[src/pkg/iscl_consts.vh]
`ifndef ISCL_CONSTS_VH
`define ISCL_CONSTS_VH
// Overview of operation
// - standard speed: high phase from standard high count
// - standard speed: low phase from standard low count
// - fast speed: high phase from fast high count
// - fast speed: low phase from fast low count
// - high-speed preamble phases use the fast counts
// - count writes accepted only while controller off
// - high counts below 6 stored as 6
// - low counts below 8 stored as 8
// - 16-bit idle counter flags at std high+10
`define ISCL_OFS_STD_HIGH 32'h5000_1514
`define ISCL_OFS_STD_LOW 32'h5000_1518
`define ISCL_OFS_FAST_HIGH 32'h5000_151C
`define ISCL_OFS_FAST_LOW 32'h5000_1520
`define ISCL_RST_STD_HIGH 16'h0048
`define ISCL_RST_STD_LOW 16'h004F
`define ISCL_RST_FAST_HIGH 16'h0008
`define ISCL_RST_FAST_LOW 16'h0017
`define ISCL_MIN_HIGH 16'h0006
`define ISCL_MIN_LOW 16'h0008
`define ISCL_IDLE_MARGIN 16'h000A
`define ISCL_SPEED_STD 2'h1
`define ISCL_SPEED_FAST 2'h2
`define ISCL_SPEED_HIGH 2'h3
`endif

[src/logic/iscl_clamp.v]
`timescale 1ns/1ps
// computes a write value with a floor applied
module iscl_clamp (
  input wire [15:0] value_i,
  input wire [15:0] floor_i,
  output wire [15:0] result_o
);
  assign result_o = (value_i < floor_i) ? floor_i : value_i;
endmodule // iscl_clamp

[src/logic/iscl_sync.v]
`timescale 1ns/1ps
// two-stage synchroniser for pin levels
module iscl_sync (
  input wire clk_sys_i,
  input wire sys_rst_i,
  input wire d_i,
  output wire q_o
);
  reg meta_ff;
  reg q_ff;
  always @(posedge clk_sys_i) begin
    if (sys_rst_i) begin
      meta_ff <= 1'b1;
      q_ff <= 1'b1;
    end else begin
      meta_ff <= d_i;
      q_ff <= meta_ff;
    end
  end
  assign q_o = q_ff;
endmodule // iscl_sync

[src/logic/iscl_period_counts.v]
`timescale 1ns/1ps
`include "iscl_consts.vh"
module iscl_period_counts (
  input wire clk_sys_i,
  input wire sys_rst_i,
  input wire [31:0] reg_addr_i,
  input wire reg_wr_i,
  input wire [1:0] reg_be_i,
  input wire [15:0] reg_wdata_i,
  output reg [15:0] reg_rdata_o,
  input wire controller_on_bit_i,
  input wire [1:0] speed_i,
  input wire hs_preamble_i,
  input wire scl_run_i,
  input wire scl_pin_i,
  input wire sda_pin_i,
  output wire scl_o,
  output wire scl_oe_o,
  output wire bus_idle_o,
  output wire [15:0] cur_high_count_o,
  output wire [15:0] cur_low_count_o
);
  reg [15:0] std_high_period_field_ff;
  reg [15:0] std_low_period_field_ff;
  reg [15:0] fast_high_period_field_ff;
  reg [15:0] fast_low_period_field_ff;
  reg [7:0] fast_low_byte_ff;
  reg [15:0] phase_cnt_ff;
  reg scl_low_ff;
  reg [15:0] idle_cnt_ff;
  reg idle_ff;
  reg scl_prev_ff;
  reg sda_prev_ff;
  wire scl_s;
  wire sda_s;
  wire [15:0] std_high_cl;
  wire [15:0] std_low_cl;
  wire [15:0] fast_high_cl;
  wire [15:0] fast_low_cl;
  wire [15:0] fast_low_word;
  wire wr_ok;
  wire use_fast;
  wire [15:0] high_sel;
  wire [15:0] low_sel;
  wire [15:0] idle_lim;
  wire bus_edge;

  iscl_sync u_sync_scl (
    .clk_sys_i(clk_sys_i),
    .sys_rst_i(sys_rst_i),
    .d_i(scl_pin_i),
    .q_o(scl_s)
  );
  iscl_sync u_sync_sda (
    .clk_sys_i(clk_sys_i),
    .sys_rst_i(sys_rst_i),
    .d_i(sda_pin_i),
    .q_o(sda_s)
  );

  // full-word writes clamp directly; byte writes to fast low assemble first
  assign fast_low_word = reg_be_i[0] ? {reg_wdata_i[15:8], reg_wdata_i[7:0]}
                                     : {reg_wdata_i[15:8], fast_low_byte_ff};
  iscl_clamp u_cl_sh (.value_i(reg_wdata_i), .floor_i(`ISCL_MIN_HIGH), .result_o(std_high_cl));
  iscl_clamp u_cl_sl (.value_i(reg_wdata_i), .floor_i(`ISCL_MIN_LOW), .result_o(std_low_cl));
  iscl_clamp u_cl_fh (.value_i(reg_wdata_i), .floor_i(`ISCL_MIN_HIGH), .result_o(fast_high_cl));
  iscl_clamp u_cl_fl (.value_i(fast_low_word), .floor_i(`ISCL_MIN_LOW), .result_o(fast_low_cl));

  assign wr_ok = reg_wr_i & ~controller_on_bit_i;

  always @(posedge clk_sys_i) begin
    if (sys_rst_i) begin
      std_high_period_field_ff <= `ISCL_RST_STD_HIGH;
      std_low_period_field_ff <= `ISCL_RST_STD_LOW;
      fast_high_period_field_ff <= `ISCL_RST_FAST_HIGH;
      fast_low_period_field_ff <= `ISCL_RST_FAST_LOW;
      fast_low_byte_ff <= 8'h17;
    end else if (wr_ok) begin
      case (reg_addr_i)
        `ISCL_OFS_STD_HIGH: std_high_period_field_ff <= std_high_cl;
        `ISCL_OFS_STD_LOW: std_low_period_field_ff <= std_low_cl;
        `ISCL_OFS_FAST_HIGH: fast_high_period_field_ff <= fast_high_cl;
        `ISCL_OFS_FAST_LOW: begin
          // lower byte only is held aside until the upper byte lands
          if (reg_be_i == 2'h1) begin
            fast_low_byte_ff <= reg_wdata_i[7:0];
          end else if (reg_be_i[1]) begin
            fast_low_period_field_ff <= fast_low_cl;
            fast_low_byte_ff <= fast_low_word[7:0];
          end
        end
        default: ;
      endcase
    end
  end

  always @* begin
    case (reg_addr_i)
      `ISCL_OFS_STD_HIGH: reg_rdata_o = std_high_period_field_ff;
      `ISCL_OFS_STD_LOW: reg_rdata_o = std_low_period_field_ff;
      `ISCL_OFS_FAST_HIGH: reg_rdata_o = fast_high_period_field_ff;
      `ISCL_OFS_FAST_LOW: reg_rdata_o = fast_low_period_field_ff;
      default: reg_rdata_o = 16'h0000;
    endcase
  end

  // high speed outside the preamble selects the standard counts here; only its preamble selects the fast counts
  assign use_fast = (speed_i == `ISCL_SPEED_FAST) |
                    ((speed_i == `ISCL_SPEED_HIGH) & hs_preamble_i);
  assign high_sel = use_fast ? fast_high_period_field_ff : std_high_period_field_ff;
  assign low_sel = use_fast ? fast_low_period_field_ff : std_low_period_field_ff;
  assign cur_high_count_o = high_sel;
  assign cur_low_count_o = low_sel;

  // each phase lasts exactly its count of controller cycles
  always @(posedge clk_sys_i) begin
    if (sys_rst_i | ~scl_run_i) begin
      phase_cnt_ff <= 16'h0001;
      scl_low_ff <= 1'b0;
    end else if (phase_cnt_ff >= (scl_low_ff ? low_sel : high_sel)) begin
      phase_cnt_ff <= 16'h0001;
      scl_low_ff <= ~scl_low_ff;
    end else begin
      phase_cnt_ff <= phase_cnt_ff + 16'h0001;
    end
  end
  // open drain: only drive the line low
  assign scl_o = 1'b0;
  assign scl_oe_o = scl_run_i & scl_low_ff;

  // any bus edge or scl low restarts the idle count; relies on hcnt <= 65525
  assign idle_lim = std_high_period_field_ff + `ISCL_IDLE_MARGIN;
  assign bus_edge = (scl_s ^ scl_prev_ff) | (sda_s ^ sda_prev_ff) | ~scl_s;
  always @(posedge clk_sys_i) begin
    if (sys_rst_i) begin
      idle_cnt_ff <= 16'h0000;
      idle_ff <= 1'b0;
      scl_prev_ff <= 1'b1;
      sda_prev_ff <= 1'b1;
    end else begin
      scl_prev_ff <= scl_s;
      sda_prev_ff <= sda_s;
      if (bus_edge) begin
        idle_cnt_ff <= 16'h0000;
        idle_ff <= 1'b0;
      end else if (idle_cnt_ff >= idle_lim) begin
        idle_ff <= 1'b1;
      end else begin
        idle_cnt_ff <= idle_cnt_ff + 16'h0001;
      end
    end
  end
  assign bus_idle_o = idle_ff;
endmodule // iscl_period_counts

[config.mk]
export PLATFORM = sky130hd
export DESIGN_NAME = iscl_period_counts
export DESIGN_NICKNAME = d
export VERILOG_FILES = /design/src/logic/iscl_clamp.v /design/src/logic/iscl_sync.v /design/src/logic/iscl_period_counts.v
export VERILOG_INCLUDE_DIRS = /design/src /design/src/pkg
export SDC_FILE = /design/constraint.sdc
export NUM_CORES = 1
export LEC_CHECK = 0
export BUFFER_PORTS_ARGS = -buffer_cell sky130_fd_sc_hd__buf_2
export CORE_ASPECT_RATIO = 0.6
export CORE_MARGIN = 8
export CORE_UTILIZATION = 65
export DETAILED_ROUTE_END_ITERATION = 10
export PLACE_DENSITY_LB_ADDON = 0.12
export SYNTH_ARGS = -nofsm -noshare
export SYNTH_HDL_FRONTEND = slang
export SYNTH_HIERARCHICAL = 1
export SYNTH_SLANG_ARGS = --single-unit
export TNS_END_PERCENT = 5
[constraint.sdc]
create_clock -name clk_sys_i -period 4.7 [get_ports clk_sys_i]
set_input_delay 0.47 -clock clk_sys_i [delete_from_list [all_inputs] [get_ports clk_sys_i]]
set_output_delay 0.47 -clock clk_sys_i [all_outputs]
set_load 0.02 [all_outputs]
* Word-level counts from Yosys, hierarchy flattened
Index checks and enable logic that the tools add are counted.
** Storage, ports and cells
- Flip-flop bits (word level) :: 112
- Bits in latches :: 0
- Bits in writable memories :: 0
- Bits in read-only memories :: 0
- Input port bits :: 60
- Logic and storage cells :: 62
- Memories :: 0
** Operators by class
- $add $sub $neg :: 3
- Multiply operators :: 0
- Divide/modulo/power cells :: 0
- Magnitude comparators :: 5
- Equal/unequal tests :: 7
- Shifts and indexed selects :: 0
- Mux-type cells :: 10
- Bitwise operators :: 14
- Reduce and logical (&&, ||, !) cells :: 8
** Operators with widths (number)
- $eq A32 B31 Y1 const B :: 4
- $mux W16 :: 6
- $pmux W16 S4 :: 1
- $add A16 B1 Y16 const B :: 2
- $ge A16 B16 Y1 :: 2
- $lt A16 B4 Y1 const B :: 2
- $mux W8 :: 3
- $add A16 B4 Y16 const B :: 1
- $lt A16 B3 Y1 const B :: 1
- $reduce_and A2 Y1 :: 3
- $not A1 Y1 :: 5
- $eq A2 B2 Y1 const B :: 2
- $or A1 B1 Y1 :: 4
- $reduce_and A4 Y1 :: 1
- $reduce_or A2 Y1 :: 2
- $and A1 B1 Y1 :: 3
- $reduce_and A3 Y1 :: 1
- $eq A2 B1 Y1 const B :: 1
- $reduce_bool A2 Y1 :: 1
- $xor A1 B1 Y1 :: 2

* Depth between registers and ports, before layout
- Word-level depth :: 7
- Mapped depth :: 14
- Gate-level depth less buffers :: 11

* Hierarchy
The synthesis kept the hierarchy.
** By module, submodules not included
- iscl_period_counts :: instances 1, cells each 688, area each 6406.1 um^2
- iscl_clamp :: instances 4, cells each 67, area each 648.1 um^2
- iscl_sync :: instances 2, cells each 4, area each 52.6 um^2

* Worst setup path before layout
Ideal clock, no wire load.
- Path type :: in2reg
- Start :: input speed_i[0]
- End :: register phase_cnt_ff[10]
- Setup time :: 0.128 ns
- Arrival :: 3.246 ns
- Required time :: 4.572 ns
- Setup slack :: 1.327 ns
- Stages on the path :: 12
- Cell sequence :: inv_1 o21ai_1 clkbuf_1 mux2_2 mux2i_1 ha_1 and4_1 nand2b_1 or4_1 nand4_1 clkbuf_1 nor2_1
** On the way
- Word-level cells in the longest chain between the ends :: 7
- Elaborated cells on any way between the ends :: 9
** Ends and longest elaborated chain
- from (decl) :: RTL line iscl_period_counts.v:12 : input wire [1:0] speed_i,
- $eq A2 B2 Y1 (no line)
- $and A1 B1 Y1 :: RTL line iscl_period_counts.v:109 : ((speed_i == `ISCL_SPEED_HIGH) & hs_preamble_i);
- $or A1 B1 Y1 * :: RTL line iscl_period_counts.v:108 : assign use_fast = (speed_i == `ISCL_SPEED_FAST) |
- $mux W16 * :: RTL line iscl_period_counts.v:111 : assign low_sel = use_fast ? fast_low_period_field_ff : std_low_period_field_ff;
- via cur_low_count_o[10] :: RTL line iscl_period_counts.v:21 : output wire [15:0] cur_low_count_o
- $mux W16 * :: RTL line iscl_period_counts.v:120 : end else if (phase_cnt_ff >= (scl_low_ff ? low_sel : high_sel)) begin
- $ge A16 B16 Y1 * :: RTL line iscl_period_counts.v:120
- $reduce_or A2 Y1 (no line) *
- to (signal assigned) :: RTL line iscl_period_counts.v:124 : phase_cnt_ff <= phase_cnt_ff + 16'h0001;
- to (decl) :: RTL line iscl_period_counts.v:28 : reg [15:0] phase_cnt_ff;
The timed path passes the listed nets; every way through them passes the cells marked *.
A chain may end at the register's enable or synchronous reset.

* Worst setup path in the final report
- Start :: input speed_i[0]
- End :: register phase_cnt_ff[0]
** On the way
- Word-level cells in the longest chain between the ends :: 7
- Elaborated cells on any way between the ends :: 9
** Ends and longest elaborated chain (RTL line)
- $eq A2 B2 Y1 (no line)
- $and A1 B1 Y1 :: iscl_period_counts.v:109
- $or A1 B1 Y1 * :: iscl_period_counts.v:108
- $mux W16 (on tied branches) :: iscl_period_counts.v:110, iscl_period_counts.v:111
- $mux W16 * :: iscl_period_counts.v:120
- $ge A16 B16 Y1 * :: iscl_period_counts.v:120
- $reduce_or A2 Y1 (no line) *
Every way passes the cells marked *; elsewhere a longest branch is shown, timed or not.

==> results.toml <==
[clocking]
clock_latency_ns = 0.36
cts_buffers = 9
h-tree-depth = 3
cts.clk_slew.worst_paths_ns = 0.08
cts_sinks = 112
cts.repair.resized = 0
clock-root-buffer = "clkbuf_16"
post_cts.repair.setup_buffers = 0
ctsHoldBuffers = 0
clk_path_buf_depth = 2
cts_tree = "done"

[cells_and_area]
mostFrequentLayoutCell = "conb_1"
seqCellArea_um2 = 2240
layout_common_cells = "129 x conb_1, 112 x dfxtp_1, 110 x nor2_1"
fillCellCount = 981
fin_nets = 1332
n_antenna_cell = 0
final_core_util = 0.770
synthToLayoutAreaGrowth_pct = 15.7
layout-drive-gt1-share = 0.245
multi_input_comb_area_um2 = 6840

[timing]
finalHoldViolCount = 0
tightest_slew_ns = 1.16
finalMaxSlewViolations = 0
setup_viol = 0
fin_skew_ns = 0.00740
slew_headroom = 0.223
setup_slack_ns = 0.999
period_needed_ns = 3.70
fmax_mhz = 270
rsz0062_at_grt = "no"
fin_tns_setup_ns = 0
period_share = 0.787

[placement]
place_hpwl_mm = 18.6
place_ws_ns = 0.651
place.gp.congestion = 0.882
io_buffers = 109

[worst_hold_path]
hold_depth = 2
min_path_type = "input port to flop"
hp-start = "scl_pin_i"

[synthesis]
yosys_warnings = 6
synth_enable_flop_cells = 0
ys_types = 63
synthCells = 964
synth-async-reset-ratio = 0
synth_ff_type = "dfxtp_1"
syn_area_um2 = 9100
yosysSeqAreaShare = 0.246
syn_area_per_cell_um2 = 9.44
synth-seq-cells = 112

[critical_path]
crit_path_max_incr_delay_ns = 0.56
worstPathMaxFanout = 32
cp-startpoint = "speed_i[0]"
cp.arrival_ns = 3.94
end_kind = "flop"
crit_required_ns = 4.94
r2r_cells = 11
crit_top_cell = "nor2_1"
r2r_start = "std_high_period_field_ff[3]"
startpoint_type = "input port"
path_cells = "buf_2 > inv_1 > o21ai_2 > buf_4 > mux2_2 > nor2_1 > nor2_1 > ha_1 > nand2b_1 > a2111oi_0 > or4_1 > nand4_1 > or2_2"
worstSetupPathType = "input port to flop"
worst_path_max_delay_cell = "nand4_1"

[routing]
drt_pass1_iterations = 9
ant_nets = 0
drt-total-wl_mm = 24.6
vias_per_cell = 5.73
wl_per_cell_um = 17.9
vias = 7867
drc = 0
drt_iter0_drc = 714

[global_routing]
grt_pass1_vias = 7323
grt_usage = 0.267
grt_max_degree = 81
antenna_found_initial = 0
overflow = 0
grt_pass1_wl_mm = 39.3

[power_and_ir_drop]
clkPwrFrac = 0.359
sw_frac_of_total = 0.279
combPwrFrac = 0.202
seqPwrFrac = 0.439
p_int_mw = 1.58
leakagePower_nw = 4.51
p_sw_uw = 609
peakVddDrop_uv = 163
power_density_nw_per_um2 = 207

[floorplanning]
rows = 33
start_util = 0.666
die_h_um = 108
dieWidth_um = 169
die-area_um2 = 18200
ios = 111
coreArea_um2 = 13700

[job]
max_cap_violations = 0

[run_status]
run_status = "completed"
final timing paths:
| kind | end | slack (ns) |
|---|---|---|
| max | phase_cnt_ff[0] | 1.0 |
| min | u_sync_scl/meta_ff | 0.30 |
| min reg2reg | u_sync_sda/q_o | 0.42 |
| max reg2reg | idle_cnt_ff[15] | 1.08 |
worst max-delay path: cells and delay by family:
family	cells	cell delay, ns
and+or+nand+nor	6	1.63
AOI/OAI and AO/OA	2	0.66
buffers and inverters	3	0.52
muxes	1	0.40
adders and majority gates	1	0.26
per-stage QoR:
step	instance area, um^2	total power [mW]	hold WS [ns]	std cells
3_3_place_gp	10200	1.40	0.390	1358
6_report	10500	2.18	0.295	1374
3_5_place_dp	10200	1.41	0.406	1358
4_1_cts	10500	2.18	0.296	1374
2_1_floorplan	9580	1.30	0.383	1091
5_1_grt	10500	2.27	0.300	1374
routing by layer:
metal	wire length, um	track usage
met5	0	0
met2	9670	0.382
met4	317	0.0545
met1	11800	0.388
met3	2800	0.0769
logic make-up after synthesis:
family                   synth area share
AND/OR/NAND/NOR                     0.165
AO/OA/AOI/OAI                       0.125
XOR/XNOR                           0.0269
buffers and inverters              0.0577
adder cells (fa/ha/maj)             0.131
flip-flops                          0.246
multiplexers                        0.248
other                            0.000825
layout make-up:
class / count / share of cell area
clock buffers: 12 / 0.0253
clock inverters: 4 / 0.00333
inverters: 77 / 0.0274
multi-input cells: 858 / 0.649
flip-flops and latches: 112 / 0.213
well taps: 192 / 0.0228
repair buffers: 119 / 0.0589
Yosys cell counts, types with 10 or more instances:
| cell type | count | area (um^2) |
|---|---|---|
| xnor2_1 | 16 | 140 |
| mux2_2 | 80 | 901 |
| o21ai_0 | 17 | 85.1 |
| a21oi_1 | 32 | 160 |
| nor3_1 | 10 | 50.1 |
| nand4_1 | 18 | 113 |
| a211o_1 | 14 | 123 |
| xor2_1 | 12 | 105 |
| nand3_1 | 21 | 105 |
| ha_1 | 95 | 1190 |
| nor2b_1 | 15 | 93.8 |
| mux2i_1 | 76 | 761 |
| clkbuf_1 | 27 | 101 |
| nand2_1 | 25 | 93.8 |
| dfxtp_1 | 112 | 2240 |
| nor2_1 | 110 | 413 |
| inv_1 | 76 | 285 |
| mux2_4 | 40 | 601 |
| a222oi_1 | 16 | 160 |
| or4_1 | 10 | 75.1 |
registers in the layout (all words and copies together), names as in the netlist:
register / cells
u_sync_scl/q_o: 1
u_sync_sda/q_o: 1
idle_cnt_ff: 16
u_sync_sda/meta_ff: 1
std_low_period_field_ff: 16
std_high_period_field_ff: 16
scl_prev_ff: 1
scl_low_ff: 1
fast_low_byte_ff: 8
bus_idle_o: 1
fast_high_period_field_ff: 16
phase_cnt_ff: 16
u_sync_scl/meta_ff: 1
sda_prev_ff: 1
fast_low_period_field_ff: 16
power by group through the flow:
stage / clock (mW) / sequential (mW) / combinational [mW]
3_5_place_dp: 0 / 0.981 / 0.428
4_1_cts: 0.787 / 0.959 / 0.431
3_3_place_gp: 0 / 0.981 / 0.418
6_report: 0.784 / 0.959 / 0.441
2_1_floorplan: 0 / 0.979 / 0.324
5_1_grt: 0.827 / 0.960 / 0.483
Note: power is estimated with default switching activity, not from simulation.
